===== src/pmes_cfg.svh =====
/*
 * Offsets, field positions, reset values and timing counts of the power
 * management event status and enable block.
 * Assumes a 40 MHz system clock and a 16-bit status register.
 */
`ifndef PMES_CFG_SVH
`define PMES_CFG_SVH

// ==========================================================================
// register offsets within the event block (bytes)
`define PMES_STS_OFFSET 2'h0
`define PMES_EN_OFFSET 2'h2

// ==========================================================================
// field positions
`define PMES_BIT_TIMER 0
`define PMES_BIT_BUS_MASTER 4
`define PMES_BIT_FW_ATTN 5
`define PMES_BIT_PWR_BTN 8
`define PMES_BIT_SLP_BTN 9
`define PMES_BIT_ALARM 10
`define PMES_BIT_IGNORED 11
`define PMES_BIT_WAKE 15

// ==========================================================================
// reset values and implemented-bit masks
`define PMES_STS_RESET 16'h0000
`define PMES_EN_RESET 16'h0000
`define PMES_STS_MASK 16'h8731
`define PMES_EN_MASK 16'h0721

// ==========================================================================
// power button override time
`define PMES_OVERRIDE_MS 4000
`define PMES_CLK_HZ 40000000
`define PMES_OVERRIDE_CYCLES ((`PMES_OVERRIDE_MS * (`PMES_CLK_HZ / 1000)) + 1)

`endif


===== src/pmes_pkg.sv =====
/*
 * Types for the power management event status block.
 * Assumes pmes_cfg.svh holds every number except the power state codes, which are set here.
 */
package pmes_pkg;

  // ==========================================================================
  // system power states
  typedef enum logic [1:0] {
    PMES_WORKING = 2'h0,
    PMES_SLEEP_S1_S3 = 2'h1,
    PMES_SLEEP_S4 = 2'h3,
    PMES_SOFT_OFF = 2'h2
  } pmes_power_state_t;

  // ==========================================================================
  // register port access
  typedef struct packed {
    logic rd;
    logic wr;
    logic [1:0] addr;
    logic [3:0] byte_en;
    logic [31:0] wdata;
  } pmes_access_t;

  // ==========================================================================
  // hardware event sources
  typedef struct packed {
    logic counter_msb;
    logic bus_master_req;
    logic fw_attn;
    logic power_button;
    logic sleep_button;
    logic alarm_irq;
    logic other_wake;
  } pmes_events_t;

  // ==========================================================================
  // whole module state
  typedef struct packed {
    logic [15:0] status;
    logic [15:0] enable;
    logic counter_msb;
    logic power_button;
    logic sleep_button;
    logic alarm_irq;
    logic [31:0] hold_count;
    logic override_done;
    logic [31:0] rdata;
  } pmes_state_t;

endpackage : pmes_pkg


===== src/pmes_event_status.sv =====
/*
 * Power management event status and enable registers with the event
 * routing to system control, management mode and wake outputs.
 * Assumes synchronous event inputs and a simple register port whose
 * byte enables select any byte-granular width.
 */
`timescale 1ns/10ps
`include "pmes_cfg.svh"

module pmes_event_status
  import pmes_pkg::*;
#(
  parameter logic [31:0] OVERRIDE_CYCLES = 32'(`PMES_OVERRIDE_CYCLES),
  parameter logic [15:0] IMPL_MASK = `PMES_STS_MASK
) (
  input wire logic clk_sys_in,
  input wire logic rst_n_in,
  input wire pmes_access_t access_in,
  input wire pmes_events_t events_in,
  input wire pmes_power_state_t power_state_in,
  input wire logic event_route_select_in,
  input wire logic alarm_s4_wake_allowed_in,
  output logic [31:0] rdata_out,
  output logic system_control_irq_out,
  output logic management_mode_irq_out,
  output logic wake_request_out,
  output logic force_soft_off_out
);

  pmes_state_t s_q;
  pmes_state_t s_d;

  logic [15:0] sts_mask;
  logic [15:0] en_mask;
  logic [15:0] sts_wr;
  logic [15:0] en_wr;
  logic [15:0] en_wdata;
  logic [15:0] set_bits;
  logic sleeping;
  logic pb_edge;
  logic sb_edge;
  logic al_edge;
  logic wake_event;
  logic irq_event;

  // ==========================================================================
  // byte lane decode
  always_comb begin
    sts_mask = IMPL_MASK & `PMES_STS_MASK;
    en_mask = IMPL_MASK & `PMES_EN_MASK;
    sts_wr = 16'h0000;
    en_wr = 16'h0000;
    en_wdata = 16'h0000;
    if (access_in.wr && access_in.addr == `PMES_STS_OFFSET) begin
      sts_wr[7:0] = access_in.byte_en[0] ? access_in.wdata[7:0] : 8'h00;
      sts_wr[15:8] = access_in.byte_en[1] ? access_in.wdata[15:8] : 8'h00;
      en_wr[7:0] = {8{access_in.byte_en[2]}};
      en_wr[15:8] = {8{access_in.byte_en[3]}};
      en_wdata = access_in.wdata[31:16];
    end else if (access_in.wr && access_in.addr == `PMES_EN_OFFSET) begin
      en_wr[7:0] = {8{access_in.byte_en[0]}};
      en_wr[15:8] = {8{access_in.byte_en[1]}};
      en_wdata = access_in.wdata[15:0];
    end
    sts_wr = sts_wr & sts_mask;
    en_wr = en_wr & en_mask;
  end

  // ==========================================================================
  // event detection
  always_comb begin
    sleeping = power_state_in != PMES_WORKING;
    pb_edge = events_in.power_button & ~s_q.power_button;
    sb_edge = events_in.sleep_button & ~s_q.sleep_button;
    al_edge = events_in.alarm_irq & ~s_q.alarm_irq;
    set_bits = 16'h0000;
    set_bits[`PMES_BIT_TIMER] = events_in.counter_msb ^ s_q.counter_msb;
    set_bits[`PMES_BIT_BUS_MASTER] = events_in.bus_master_req;
    set_bits[`PMES_BIT_FW_ATTN] = events_in.fw_attn;
    set_bits[`PMES_BIT_PWR_BTN] = pb_edge;
    set_bits[`PMES_BIT_SLP_BTN] = sb_edge;
    set_bits[`PMES_BIT_ALARM] = al_edge;
    // wake sources while sleeping
    wake_event = sleeping && (pb_edge
      || (sb_edge && s_q.enable[`PMES_BIT_SLP_BTN])
      || (al_edge && s_q.enable[`PMES_BIT_ALARM]
        && power_state_in != PMES_SOFT_OFF
        && (power_state_in != PMES_SLEEP_S4 || alarm_s4_wake_allowed_in))
      || events_in.other_wake);
    set_bits[`PMES_BIT_WAKE] = wake_event;
    set_bits = set_bits & sts_mask;
  end

  // ==========================================================================
  // next state
  always_comb begin
    s_d = s_q;
    s_d.counter_msb = events_in.counter_msb;
    s_d.power_button = events_in.power_button;
    s_d.sleep_button = events_in.sleep_button;
    s_d.alarm_irq = events_in.alarm_irq;
    // set wins over write-one clear
    s_d.status = ((s_q.status & ~sts_wr) | set_bits) & sts_mask;
    s_d.enable = ((s_q.enable & ~en_wr) | (en_wdata & en_wr)) & en_mask;
    // power button override timer
    if (!events_in.power_button) begin
      s_d.hold_count = 32'h0000_0000;
      s_d.override_done = 1'b0;
    end else if (s_q.hold_count < OVERRIDE_CYCLES) begin
      s_d.hold_count = s_q.hold_count + 32'h0000_0001;
    end else if (!s_q.override_done) begin
      s_d.override_done = 1'b1;
      s_d.status[`PMES_BIT_PWR_BTN] = 1'b0;
    end
    s_d.rdata = 32'h0000_0000;
    if (access_in.rd) begin
      case (access_in.addr)
        `PMES_STS_OFFSET: s_d.rdata = {s_q.enable, s_q.status};
        `PMES_EN_OFFSET: s_d.rdata = {16'h0000, s_q.enable};
        default: s_d.rdata = 32'h0000_0000;
      endcase
    end
  end

  // ==========================================================================
  // state register
  always_ff @(posedge clk_sys_in or negedge rst_n_in) begin
    if (!rst_n_in) begin
      s_q <= '0;
      s_q.status <= `PMES_STS_RESET;
      s_q.enable <= `PMES_EN_RESET;
    end else begin
      s_q <= s_d;
    end
  end

  // ==========================================================================
  // event outputs
  always_comb begin
    irq_event = !sleeping && |(s_q.status & s_q.enable);
    system_control_irq_out = irq_event && event_route_select_in;
    management_mode_irq_out = irq_event && !event_route_select_in;
    wake_request_out = s_q.status[`PMES_BIT_WAKE] && sleeping;
    force_soft_off_out = s_q.override_done;
    rdata_out = s_q.rdata;
  end

endmodule : pmes_event_status


===== config.mk =====
export PLATFORM = sky130hd
export DESIGN_NAME = pmes_event_status
export DESIGN_NICKNAME = d
export VERILOG_FILES = /design/src/pmes_pkg.sv /design/src/pmes_event_status.sv
export VERILOG_INCLUDE_DIRS = /design/src /design/src/src
export SDC_FILE = /design/constraint.sdc
export NUM_CORES = 1
export LEC_CHECK = 0
export ABC_AREA = 1
export BUFFER_PORTS_ARGS = -buffer_cell sky130_fd_sc_hd__buf_2
export CAP_MARGIN = 20
export CELL_PAD_IN_SITES_DETAIL_PLACEMENT = 0
export CELL_PAD_IN_SITES_GLOBAL_PLACEMENT = 1
export CORE_MARGIN = 10
export CORE_UTILIZATION = 41
export DETAILED_ROUTE_END_ITERATION = 12
export PLACE_DENSITY_LB_ADDON = 0.1
export SKIP_LAST_GASP = 1
export SYNTH_ARGS = -nofsm -noshare
export SYNTH_HDL_FRONTEND = slang
export SYNTH_SLANG_ARGS = --single-unit

===== constraint.sdc =====
create_clock -name clk_sys_in -period 2.6 [get_ports clk_sys_in]
set_input_delay 0.65 -clock clk_sys_in [delete_from_list [all_inputs] [get_ports clk_sys_in]]
set_output_delay 0.65 -clock clk_sys_in [all_outputs]
set_load 0.01 [all_outputs]

# [Yosys cells after proc, flatten, opt, wreduce, memory -nomap -nowiden]
# Cells that the tools add are included.
[op_classes] n_addsub=1 order_cmp=1 reduce_logical=20 mux=15 bitwise_logic=15 eq_ne=5
[ops] op="one-hot mux 27 bit (2 select lines)" n=1
[ops] op="two-way mux 11 bit" n=4
[ops] op="two-way mux 33 bit" n=1
[ops] op="adder 32 x 1 -> 32 bit (second input constant)" n=1
[ops] op="< comparator 32 x 28 -> 1 bit (second input constant)" n=1
[ops] op="two-way mux 32 bit" n=1
[ops] op="two-way mux 27 bit" n=1
[ops] op="AND 11 bit" n=2
[ops] op="AND 16 x 11 -> 16 bit" n=1
[ops] op="AND 16 bit" n=1
[ops] op="two-way mux 16 bit" n=1
[ops] op="two-way mux 8 bit" n=2
[ops] op="NOT 16 bit" n=1
[ops] op="OR 16 bit" n=1
[ops] op="OR reduction 16 bit" n=1
[ops] op="logical AND 1 bit" n=11
[ops] op="NOT 11 bit" n=1
[ops] op="OR 11 bit" n=1
[ops] op="inequality test 2 bit (second input constant)" n=3
[ops] op="logical OR 1 bit" n=4
[ops] op="two-way mux 1 bit" n=4
[ops] op="AND 1 bit" n=3
[ops] op="NOT 1 bit" n=3
[ops] op="equality test 2 bit (second input constant)" n=1
[ops] op="5 further kinds" n=6
[totals] regBits=81 output_inout_bits=36 wordCells=66

# [Longest topological paths before layout]
# Gate-level depths: netlist of the first run.
[depth] word_depth=12 ltp_mapped=13 mapped_depth_nobuf=12

# [Worst setup path before layout of the first run]
# Ideal clock, no wire load.
[synth_path] kind="input-to-output" from="in power_state_in[1]" to="out management_mode_irq_out" path_slack_ps=879 required_ps=1950 arrival_time_ps=1071 path_buffers=0 path_stages=3 cell_sequence="nor2_1 -> o21ai_0 -> nor2_1"
[synth_between] elab_chain_cells=4
[synth_lines] element="start, declared" line_no="pmes_event_status.sv:20" rtl="input wire pmes_power_state_t power_state_in,"
[synth_lines] element="nonzero test 2 bit" line_no="pmes_event_status.sv:72" rtl="sleeping = power_state_in != PMES_WORKING;"
[synth_lines] element="logical NOT 1 bit" line_no="pmes_event_status.sv:140" rtl="irq_event = !sleeping && |(s_q.status & s_q.enable);"
[synth_lines] element="logical AND 1 bit" line_no="pmes_event_status.sv:140"
[synth_lines] element="logical AND 1 bit" line_no="pmes_event_status.sv:142" rtl="management_mode_irq_out = irq_event && !event_route_select_in;"
[synth_lines] element="end, declared" line_no="pmes_event_status.sv:25" rtl="output logic management_mode_irq_out,"
# Every way passes these cells.

# [Worst setup path after layout of the first run]
[layout_path] from="reg s_q[33] (netlist name)" to="reg s_q[37] (netlist name)"
[layout_between] elab_chain_cells=3
[layout_lines] element="start, declared" line_no="pmes_event_status.sv:30" rtl="pmes_state_t s_q;"
[layout_lines] element="adder 32 x 1 -> 32 bit" line_no="pmes_event_status.sv:110" rtl="s_d.hold_count = s_q.hold_count + 32'h0000_0001;"
[layout_lines] element="two-way mux 32 bit" line_no="pmes_event_status.sv:109" rtl="end else if (s_q.hold_count < OVERRIDE_CYCLES) begin"
[layout_lines] element="two-way mux 33 bit" line_no="pmes_event_status.sv:106" rtl="if (!events_in.power_button) begin"
# Several ways; a longest one is shown, not always the timed one. The select of a mux whose other input is x is not followed.
# A chain may end at the register's enable or synchronous reset.

==> flow_metrics.env, run 1 <==
export IMPL_status="finished clean"
export IMPL_p_per_area_nw_per_um2=511
export IMPL_cts_num_sinks=61
export IMPL_post_route_min_period_ps=2130
export IMPL_post_cts_resize_count=0
export IMPL_cp_start_kind="flop"
export IMPL_core_um2=9150
export IMPL_grt_pass1_vias=3263
export IMPL_finClkSkew_ps=8.34
export IMPL_path_clk_slew_ps=80
export IMPL_ios=89
export IMPL_start_util_pct=41.8
export IMPL_wl_met1_um=4280
export IMPL_dieArea_um2=13600
export IMPL_cp_required_ps=2890
export IMPL_chipWidth_um=117
export IMPL_r2r_start="s_q[33]"
export IMPL_dr_pass1_iters=5
export IMPL_globalRouteOverflowTotal=0
export IMPL_routedWlPerCell_um=13.9
export IMPL_drive_gt1_share_pct=15.5
export IMPL_met3_length_um=688
export IMPL_area_delta_synth_final_pct=10.3
export IMPL_synth_warnings=0
export IMPL_met2_length_um=4640
export IMPL_p_total_w=0.00215
export IMPL_leakage_nw=2.10
export IMPL_async_reset_ff_share_pct=100
export IMPL_slew_violations=0
export IMPL_cts_tree="done"
export IMPL_synth_seq_cells=61
export IMPL_hold_viol_final=0
export IMPL_crit_fanout=31
export IMPL_fmax_mhz=469
export IMPL_ys_seq_area_share_pct=39.9
export IMPL_period_share_pct=82.0
export IMPL_first_iter_violations=138
export IMPL_root_buffer="clkbuf_8"
export IMPL_grt_max_degree=62
export IMPL_synthFlopType="dfrtp_1"
export IMPL_setup_viol_count_final=0
export IMPL_antenna_found_initial=0
export IMPL_drc=0
export IMPL_end_kind="flop"
export IMPL_setup_tns_ps=0
export IMPL_utilization_pct=46.1
export IMPL_cts_buffers=9
export IMPL_ys_types=33
export IMPL_r2r_slack_ps=470
export IMPL_cp_startpoint="s_q[33]"
export IMPL_worstSkewPairLatency_ps=350
export IMPL_wirelength_um=9690
export IMPL_numPortBuffers=48
export IMPL_avgSynthCellArea_um2=7.06
export IMPL_grt_pass1_wl_um=15800
export IMPL_nets=636
export IMPL_cap_violations=0
export IMPL_vdd_drop_max_v=0.000233
export IMPL_hpwl_um=7140
export IMPL_num_fill_cells=963
export IMPL_rsz0062_at_grt="no"
export IMPL_gp_congestion=0.853
export IMPL_diodes=0
export IMPL_syn_area_um2=3820
export IMPL_min_path_type="primary input to asynchronous set/reset pin"
export IMPL_ant_nets=0
export IMPL_top_layer_used="met4"
export IMPL_cp_endpoint="s_q[37]"
export IMPL_viasPerCell=4.71
export IMPL_critical_path_class="flop to flop"
export IMPL_postCtsHoldBufs=0
export IMPL_reg2reg_to="s_q[37]"
export IMPL_synth_edf_count=0
export IMPL_rr_worst_depth=12
export IMPL_clockBufferDepth=2
export IMPL_rows=35
export IMPL_cts_max_level=3
export IMPL_die_h_um=117
export IMPL_worstPathArrival_ps=2420
export IMPL_vias=3283
export IMPL_track_usage_pct=14.8
export IMPL_syn_inst=542
export IMPL_cts_setup_buffers=0
==> registers in the layout, indices dropped and copies added (netlist names), named ones only <==
name	flops
s_q	43
force_soft_off_out	1
rdata_out	12
==> cell usage after synthesis, types with 4 or more instances <==
master     n  share of area [%]
xor2_1     9                2.1
nand4_1    5               0.82
nor2_1    83                8.1
nand3_1   46                6.0
buf_6      4                1.2
nand2_2    5               0.82
nor2_2     4               0.65
dfrtp_1   61                 40
inv_1     50                4.9
buf_4     33                6.5
nor2_4     5                1.5
xnor2_1    6                1.4
nand2_1  173                 17
o21ai_0   23                3.0
==> routing by layer <==
| layer | global-route usage, % | vias up |
|---|---|---|
| li1 | - | 1703 |
| met1 | 17.4 | 1490 |
| met2 | 25.3 | 83 |
| met3 | 4.21 | 7 |
| met4 | 4.78 | 0 |
| met5 | 0 | - |
==> worst min-delay path by stage <==
stage	from	endpoint	slack, ps
floorplan	rst_n_in	asynchronous set/reset pin	350
detailed placement	s_q[63]	s_q[63]	450
finish	rst_n_in	rdata_out[26]	300
CTS	rst_n_in	rdata_out[26]	310
global placement	s_q[61]	s_q[61]	450
global route	rst_n_in	rdata_out[26]	310
==> where the power goes <==
part | total (W) | switching (W) | internal [W]
combinational | 0.000185 | 0.000124 | 0.0000609
clock | 0.000975 | 0.000432 | 0.000543
sequential | 0.000994 | 0.0000172 | 0.000977
==> worst max-delay path, stage by stage (launching register included) <==
cell	delay [ps]
dfrtp_1	460
inv_1	150
ha_1	160
inv_1	40
nor2_1	70
nand2_1	80
o21ai_1	150
nand2_1	80
nand2_2	140
nand2_4	250
nand2_4	310
nand2_1	90
nand2_1	60
==> kinds of logic (layout without fill, tap and decap cells) <==
kind of cell / Yosys count / in the layout / synth area share (%)
AND/OR/NAND/NOR: 329 / 329 / 36.7
flip-flops: 61 / 61 / 39.9
adder cells (fa/ha/maj): 2 / 2 / 0.654
buffers and inverters: 97 / 122 / 13.6
XOR/XNOR: 15 / 15 / 3.43
other: 1 / 20 / 0.0980
AO/OA/AOI/OAI: 37 / 37 / 5.56
==> cell type report <==
cell class,count,area [µm²],share of cell area [%]
Timing Repair Buffer,52,283,6.70
Clock inverter,7,97.6,2.31
Inverter,54,203,4.80
Clock buffer,9,124,2.94
Multi-Input combinational cell,403,1850,43.8
Tap cell,111,139,3.29
Sequential cell,61,1530,36.2
==> placed cells by master, fill, tap and decap left out <==
cell type     n
nand3_2       1
o32ai_1       2
xor2_1        9
inv_1        50
conb_1       20
buf_12        1
o21bai_1      1
nand4_1       5
xnor2_1       6
inv_6         1
buf_4         3
nor3_1        2
clkinvlp_4    2
o21ai_1       3
nand3_1      46
a21oi_1       3
nor2_1       83
clkbuf_8      9
o22ai_1       1
clkinv_4      1
nor2_2        4
a21o_1        1
o221a_2       1
nand2_2       5
and2_1        1
dfrtp_1      61
clkinv_2      1
clkinv_1      1
nor3_2        2
ha_1          2
o21ai_0      23
nand2_4       2
buf_2        48
inv_2         3
bufinv_16     2
nand2_1     173
nor2_4        5
a22o_1        2
==> metrics by stage <==
| step | instances | hold WS [ps] | area [µm²] | setup slack [ps] |
|---|---|---|---|---|
| after floorplan | 561 | 354 | 3900 | 879 |
| after global placement | 681 | 446 | 4000 | 513 |
| after detailed placement | 681 | 450 | 4000 | 451 |
| after CTS | 697 | 313 | 4220 | 439 |
| after global routing | 697 | 308 | 4220 | 163 |
| final | 697 | 300 | 4220 | 469 |
(Power assumes the default switching activity.)
==> inputs of run 2 (changes only) <==
--- a/config.mk
+++ b/config.mk
@@ -6,13 +6,13 @@
 export SDC_FILE = /design/constraint.sdc
 export NUM_CORES = 1
 export LEC_CHECK = 0
-export ABC_AREA = 1
+export ABC_AREA = 0
 export BUFFER_PORTS_ARGS = -buffer_cell sky130_fd_sc_hd__buf_2
 export CAP_MARGIN = 20
 export CELL_PAD_IN_SITES_DETAIL_PLACEMENT = 0
 export CELL_PAD_IN_SITES_GLOBAL_PLACEMENT = 1
 export CORE_MARGIN = 10
-export CORE_UTILIZATION = 41
+export CORE_UTILIZATION = 36
 export DETAILED_ROUTE_END_ITERATION = 12
 export PLACE_DENSITY_LB_ADDON = 0.1
 export SKIP_LAST_GASP = 1
==> constraint.sdc (replaced) <==
create_clock -name clk_sys_in -period 1.8 [get_ports clk_sys_in]
set_input_delay 0.45 -clock clk_sys_in [delete_from_list [all_inputs] [get_ports clk_sys_in]]
set_output_delay 0.45 -clock clk_sys_in [all_outputs]
set_load 0.01 [all_outputs]
==> flow_metrics.env, run 2 <==
export IMPL_start_util_pct=37.1
export IMPL_cts_tree="done"
export IMPL_setup_viol_count_final=31
export IMPL_status="finished with violations"
export IMPL_ios=89
export IMPL_r2r_slack_ps=-330
export IMPL_viasPerCell=5.00
export IMPL_max_stage_delay_ps=550
export IMPL_syn_area_um2=3250
export IMPL_ys_types=44
export IMPL_die_h_um=115
export IMPL_path_clk_slew_ps=70
export IMPL_routedWlPerCell_um=15.5
export IMPL_post_route_min_period_ps=2130
export IMPL_vdd_drop_max_v=0.000356
export IMPL_period_share_pct=118
export IMPL_numPortBuffers=48
export IMPL_largest_register_ff_count=43
export IMPL_antenna_found_initial=0
export IMPL_hpwl_um=6060
export IMPL_final_cell_mix="61 x dfrtp_1, 58 x buf_4, 48 x buf_2, 27 x a21oi_1, 22 x nand2_1"
export IMPL_worstSkewPairLatency_ps=330
export IMPL_ant_nets=0
export IMPL_setup_tns_ps=-6320
export IMPL_cts_num_sinks=61
export IMPL_finClkSkew_ps=6.95
export IMPL_core_um2=8760
export IMPL_dr_pass1_iters=5
export IMPL_root_buffer="clkbuf_8"
export IMPL_crit_fanout=26
export IMPL_vias=2740
export IMPL_seqPwrFrac_pct=48.6
export IMPL_rsz0062_at_grt="yes"
export IMPL_synth_most_common_cell="dfrtp_1"
export IMPL_synth_edf_count=0
export IMPL_ys_seq_area_share_pct=47.0
export IMPL_synth_warnings=0
export IMPL_diodes=0
export IMPL_leakage_nw=1.97
export IMPL_p_per_area_nw_per_um2=695
export IMPL_fmax_mhz=471
export IMPL_cp_start_kind="flop"
export IMPL_drive_gt1_share_pct=33.9
export IMPL_synth_top_area_share_pct=47.0
export IMPL_dieArea_um2=13200
export IMPL_min_path_type="primary input to asynchronous set/reset pin"
export IMPL_worstPathArrival_ps=2380
export IMPL_cap_violations=0
export IMPL_first_iter_violations=134
export IMPL_grt_pass1_vias=2738
export IMPL_syn_inst=339
export IMPL_regMostFlops="s_q"
export IMPL_wirelength_um=8510
export IMPL_clkPwrFrac_pct=40.3
export IMPL_chipWidth_um=115
export IMPL_combPwrFrac_pct=11.1
export IMPL_internal_power_w=0.00224
export IMPL_avgSynthCellArea_um2=9.59
export IMPL_yosysTopAreaCell="dfrtp_1"
export IMPL_final_common_cell="dfrtp_1"
export IMPL_globalRouteOverflowTotal=0
export IMPL_path_cells="or4_4 > a211o_1 > buf_12 > or4b_1 > a21oi_1"
export IMPL_track_usage_pct=13.1
export IMPL_cts_buffers=9
export IMPL_slowest_stage="or4_4"
export IMPL_clockBufferDepth=2
export IMPL_cp_required_ps=2060
export IMPL_slew_violations=0
export IMPL_critical_path_class="flop to flop"
export IMPL_rows=34
export IMPL_switching_share_pct=25.2
export IMPL_synthFlopType="dfrtp_1"
export IMPL_fin_ws_ps=-325
export IMPL_synthTopCellsByCount="61 x dfrtp_1, 32 x buf_4, 27 x a21oi_1, 22 x nand2_1, 19 x nor2_1"
export IMPL_area_delta_synth_final_pct=33.0
export IMPL_postCtsHoldBufs=0
export IMPL_drc=0
export IMPL_grt_max_degree=62
export IMPL_cts_setup_buffers=0
export IMPL_nets=490
export IMPL_violations="negative setup slack"
export IMPL_p_sw_w=0.000757
export IMPL_cts_max_level=3
export IMPL_end_kind="flop"
export IMPL_grt_pass1_wl_um=14000
export IMPL_async_reset_ff_share_pct=100
export IMPL_synth_area_leaders="dfrtp_1 47%, buf_4 7.4%, a21oi_1 4.2%"
export IMPL_utilization_pct=49.3
export IMPL_gp_congestion=0.739
export IMPL_synth_seq_cells=61
export IMPL_hold_viol_final=0
## run 2: worst max-delay path: cells and delay by family, from the launching register on
family / cells / cell delay, ps
AND/OR/NAND/NOR: 2 / 1050
AO/OA/AOI/OAI: 2 / 430
flip-flops: 1 / 380
buffers and inverters: 1 / 180
## run 2: kinds of logic after synthesis
kind of cell               after synthesis  share of synthesized area, %
DFF                                     61                          47.0
adders and majority gates                2                         0.770
AOI/OAI and AO/OA                       72                          14.1
and+or+nand+nor                        136                          23.6
xor gates and xnor gates                 1                         0.270
muxes                                   12                          3.70
other                                    1                         0.115
buffers and inverters                   54                          10.5
## run 2: power groups by stage
stage	sequential [W]	combinational (W)	clock, W
2_1_floorplan	0.00148	0.000204	0
3_3_place_gp	0.00148	0.000321	0
3_5_place_dp	0.00149	0.000325	0
4_1_cts	0.00146	0.000328	0.00125
5_1_grt	0.00147	0.000374	0.00133
6_report	0.00146	0.000332	0.00121
## run 2: area by class of cell
class / instances / area (µm²)
timing repair buffer: 113 / 815
fill: 856 / 4440
inverter: 7 / 26.3
tap: 108 / 135
clock buffer: 12 / 145
clock inverter: 4 / 47.5
multi-input combinational: 243 / 1630
sequential: 61 / 1530
## run 2: per-stage QoR
stage	hold slack, ps	worst slack (ps)	area [µm²]	power, W	instances
5_1_grt	125	-363	4320	0.00317	548
2_1_floorplan	154	-131	3360	0.00169	358
3_3_place_gp	471	-273	3930	0.00181	530
3_5_place_dp	472	-316	3930	0.00181	530
6_report	111	-325	4320	0.00300	548
4_1_cts	121	-284	4200	0.00304	547
## run 2: path summary, 6_finish.rpt
check,cells past startpoint,to,from
worst max-delay path,5,s_q[41],s_q[64]
worst min-delay path,2,s_q[37],rst_n_in
worst max register to register,5,s_q[41],s_q[64]
worst min register to register,1,s_q[61],s_q[61]
max in group asynchronous,2,s_q[100],rst_n_in
min in group clk_sys_in,1,s_q[65],events_in[1]
## run 2: layer usage
metal  part of all wire [%]  routed length [µm]  up-vias  GRT usage, %
met2                     47                3980       59          20.3
met3                    5.6                 473        5          3.02
met4                   0.69                  59        0          4.46
met1                     47                4000     1294          17.6
met5                      0                   0        -             0
li1                       -                   -     1382             -
## run 2: what timing repair did
action,CTS,global route
endpoints found under the hold margin,0,0
gates cloned,1,1
resized for setup,9,19
endpoints found under the setup margin,32,32
pin swaps,6,7
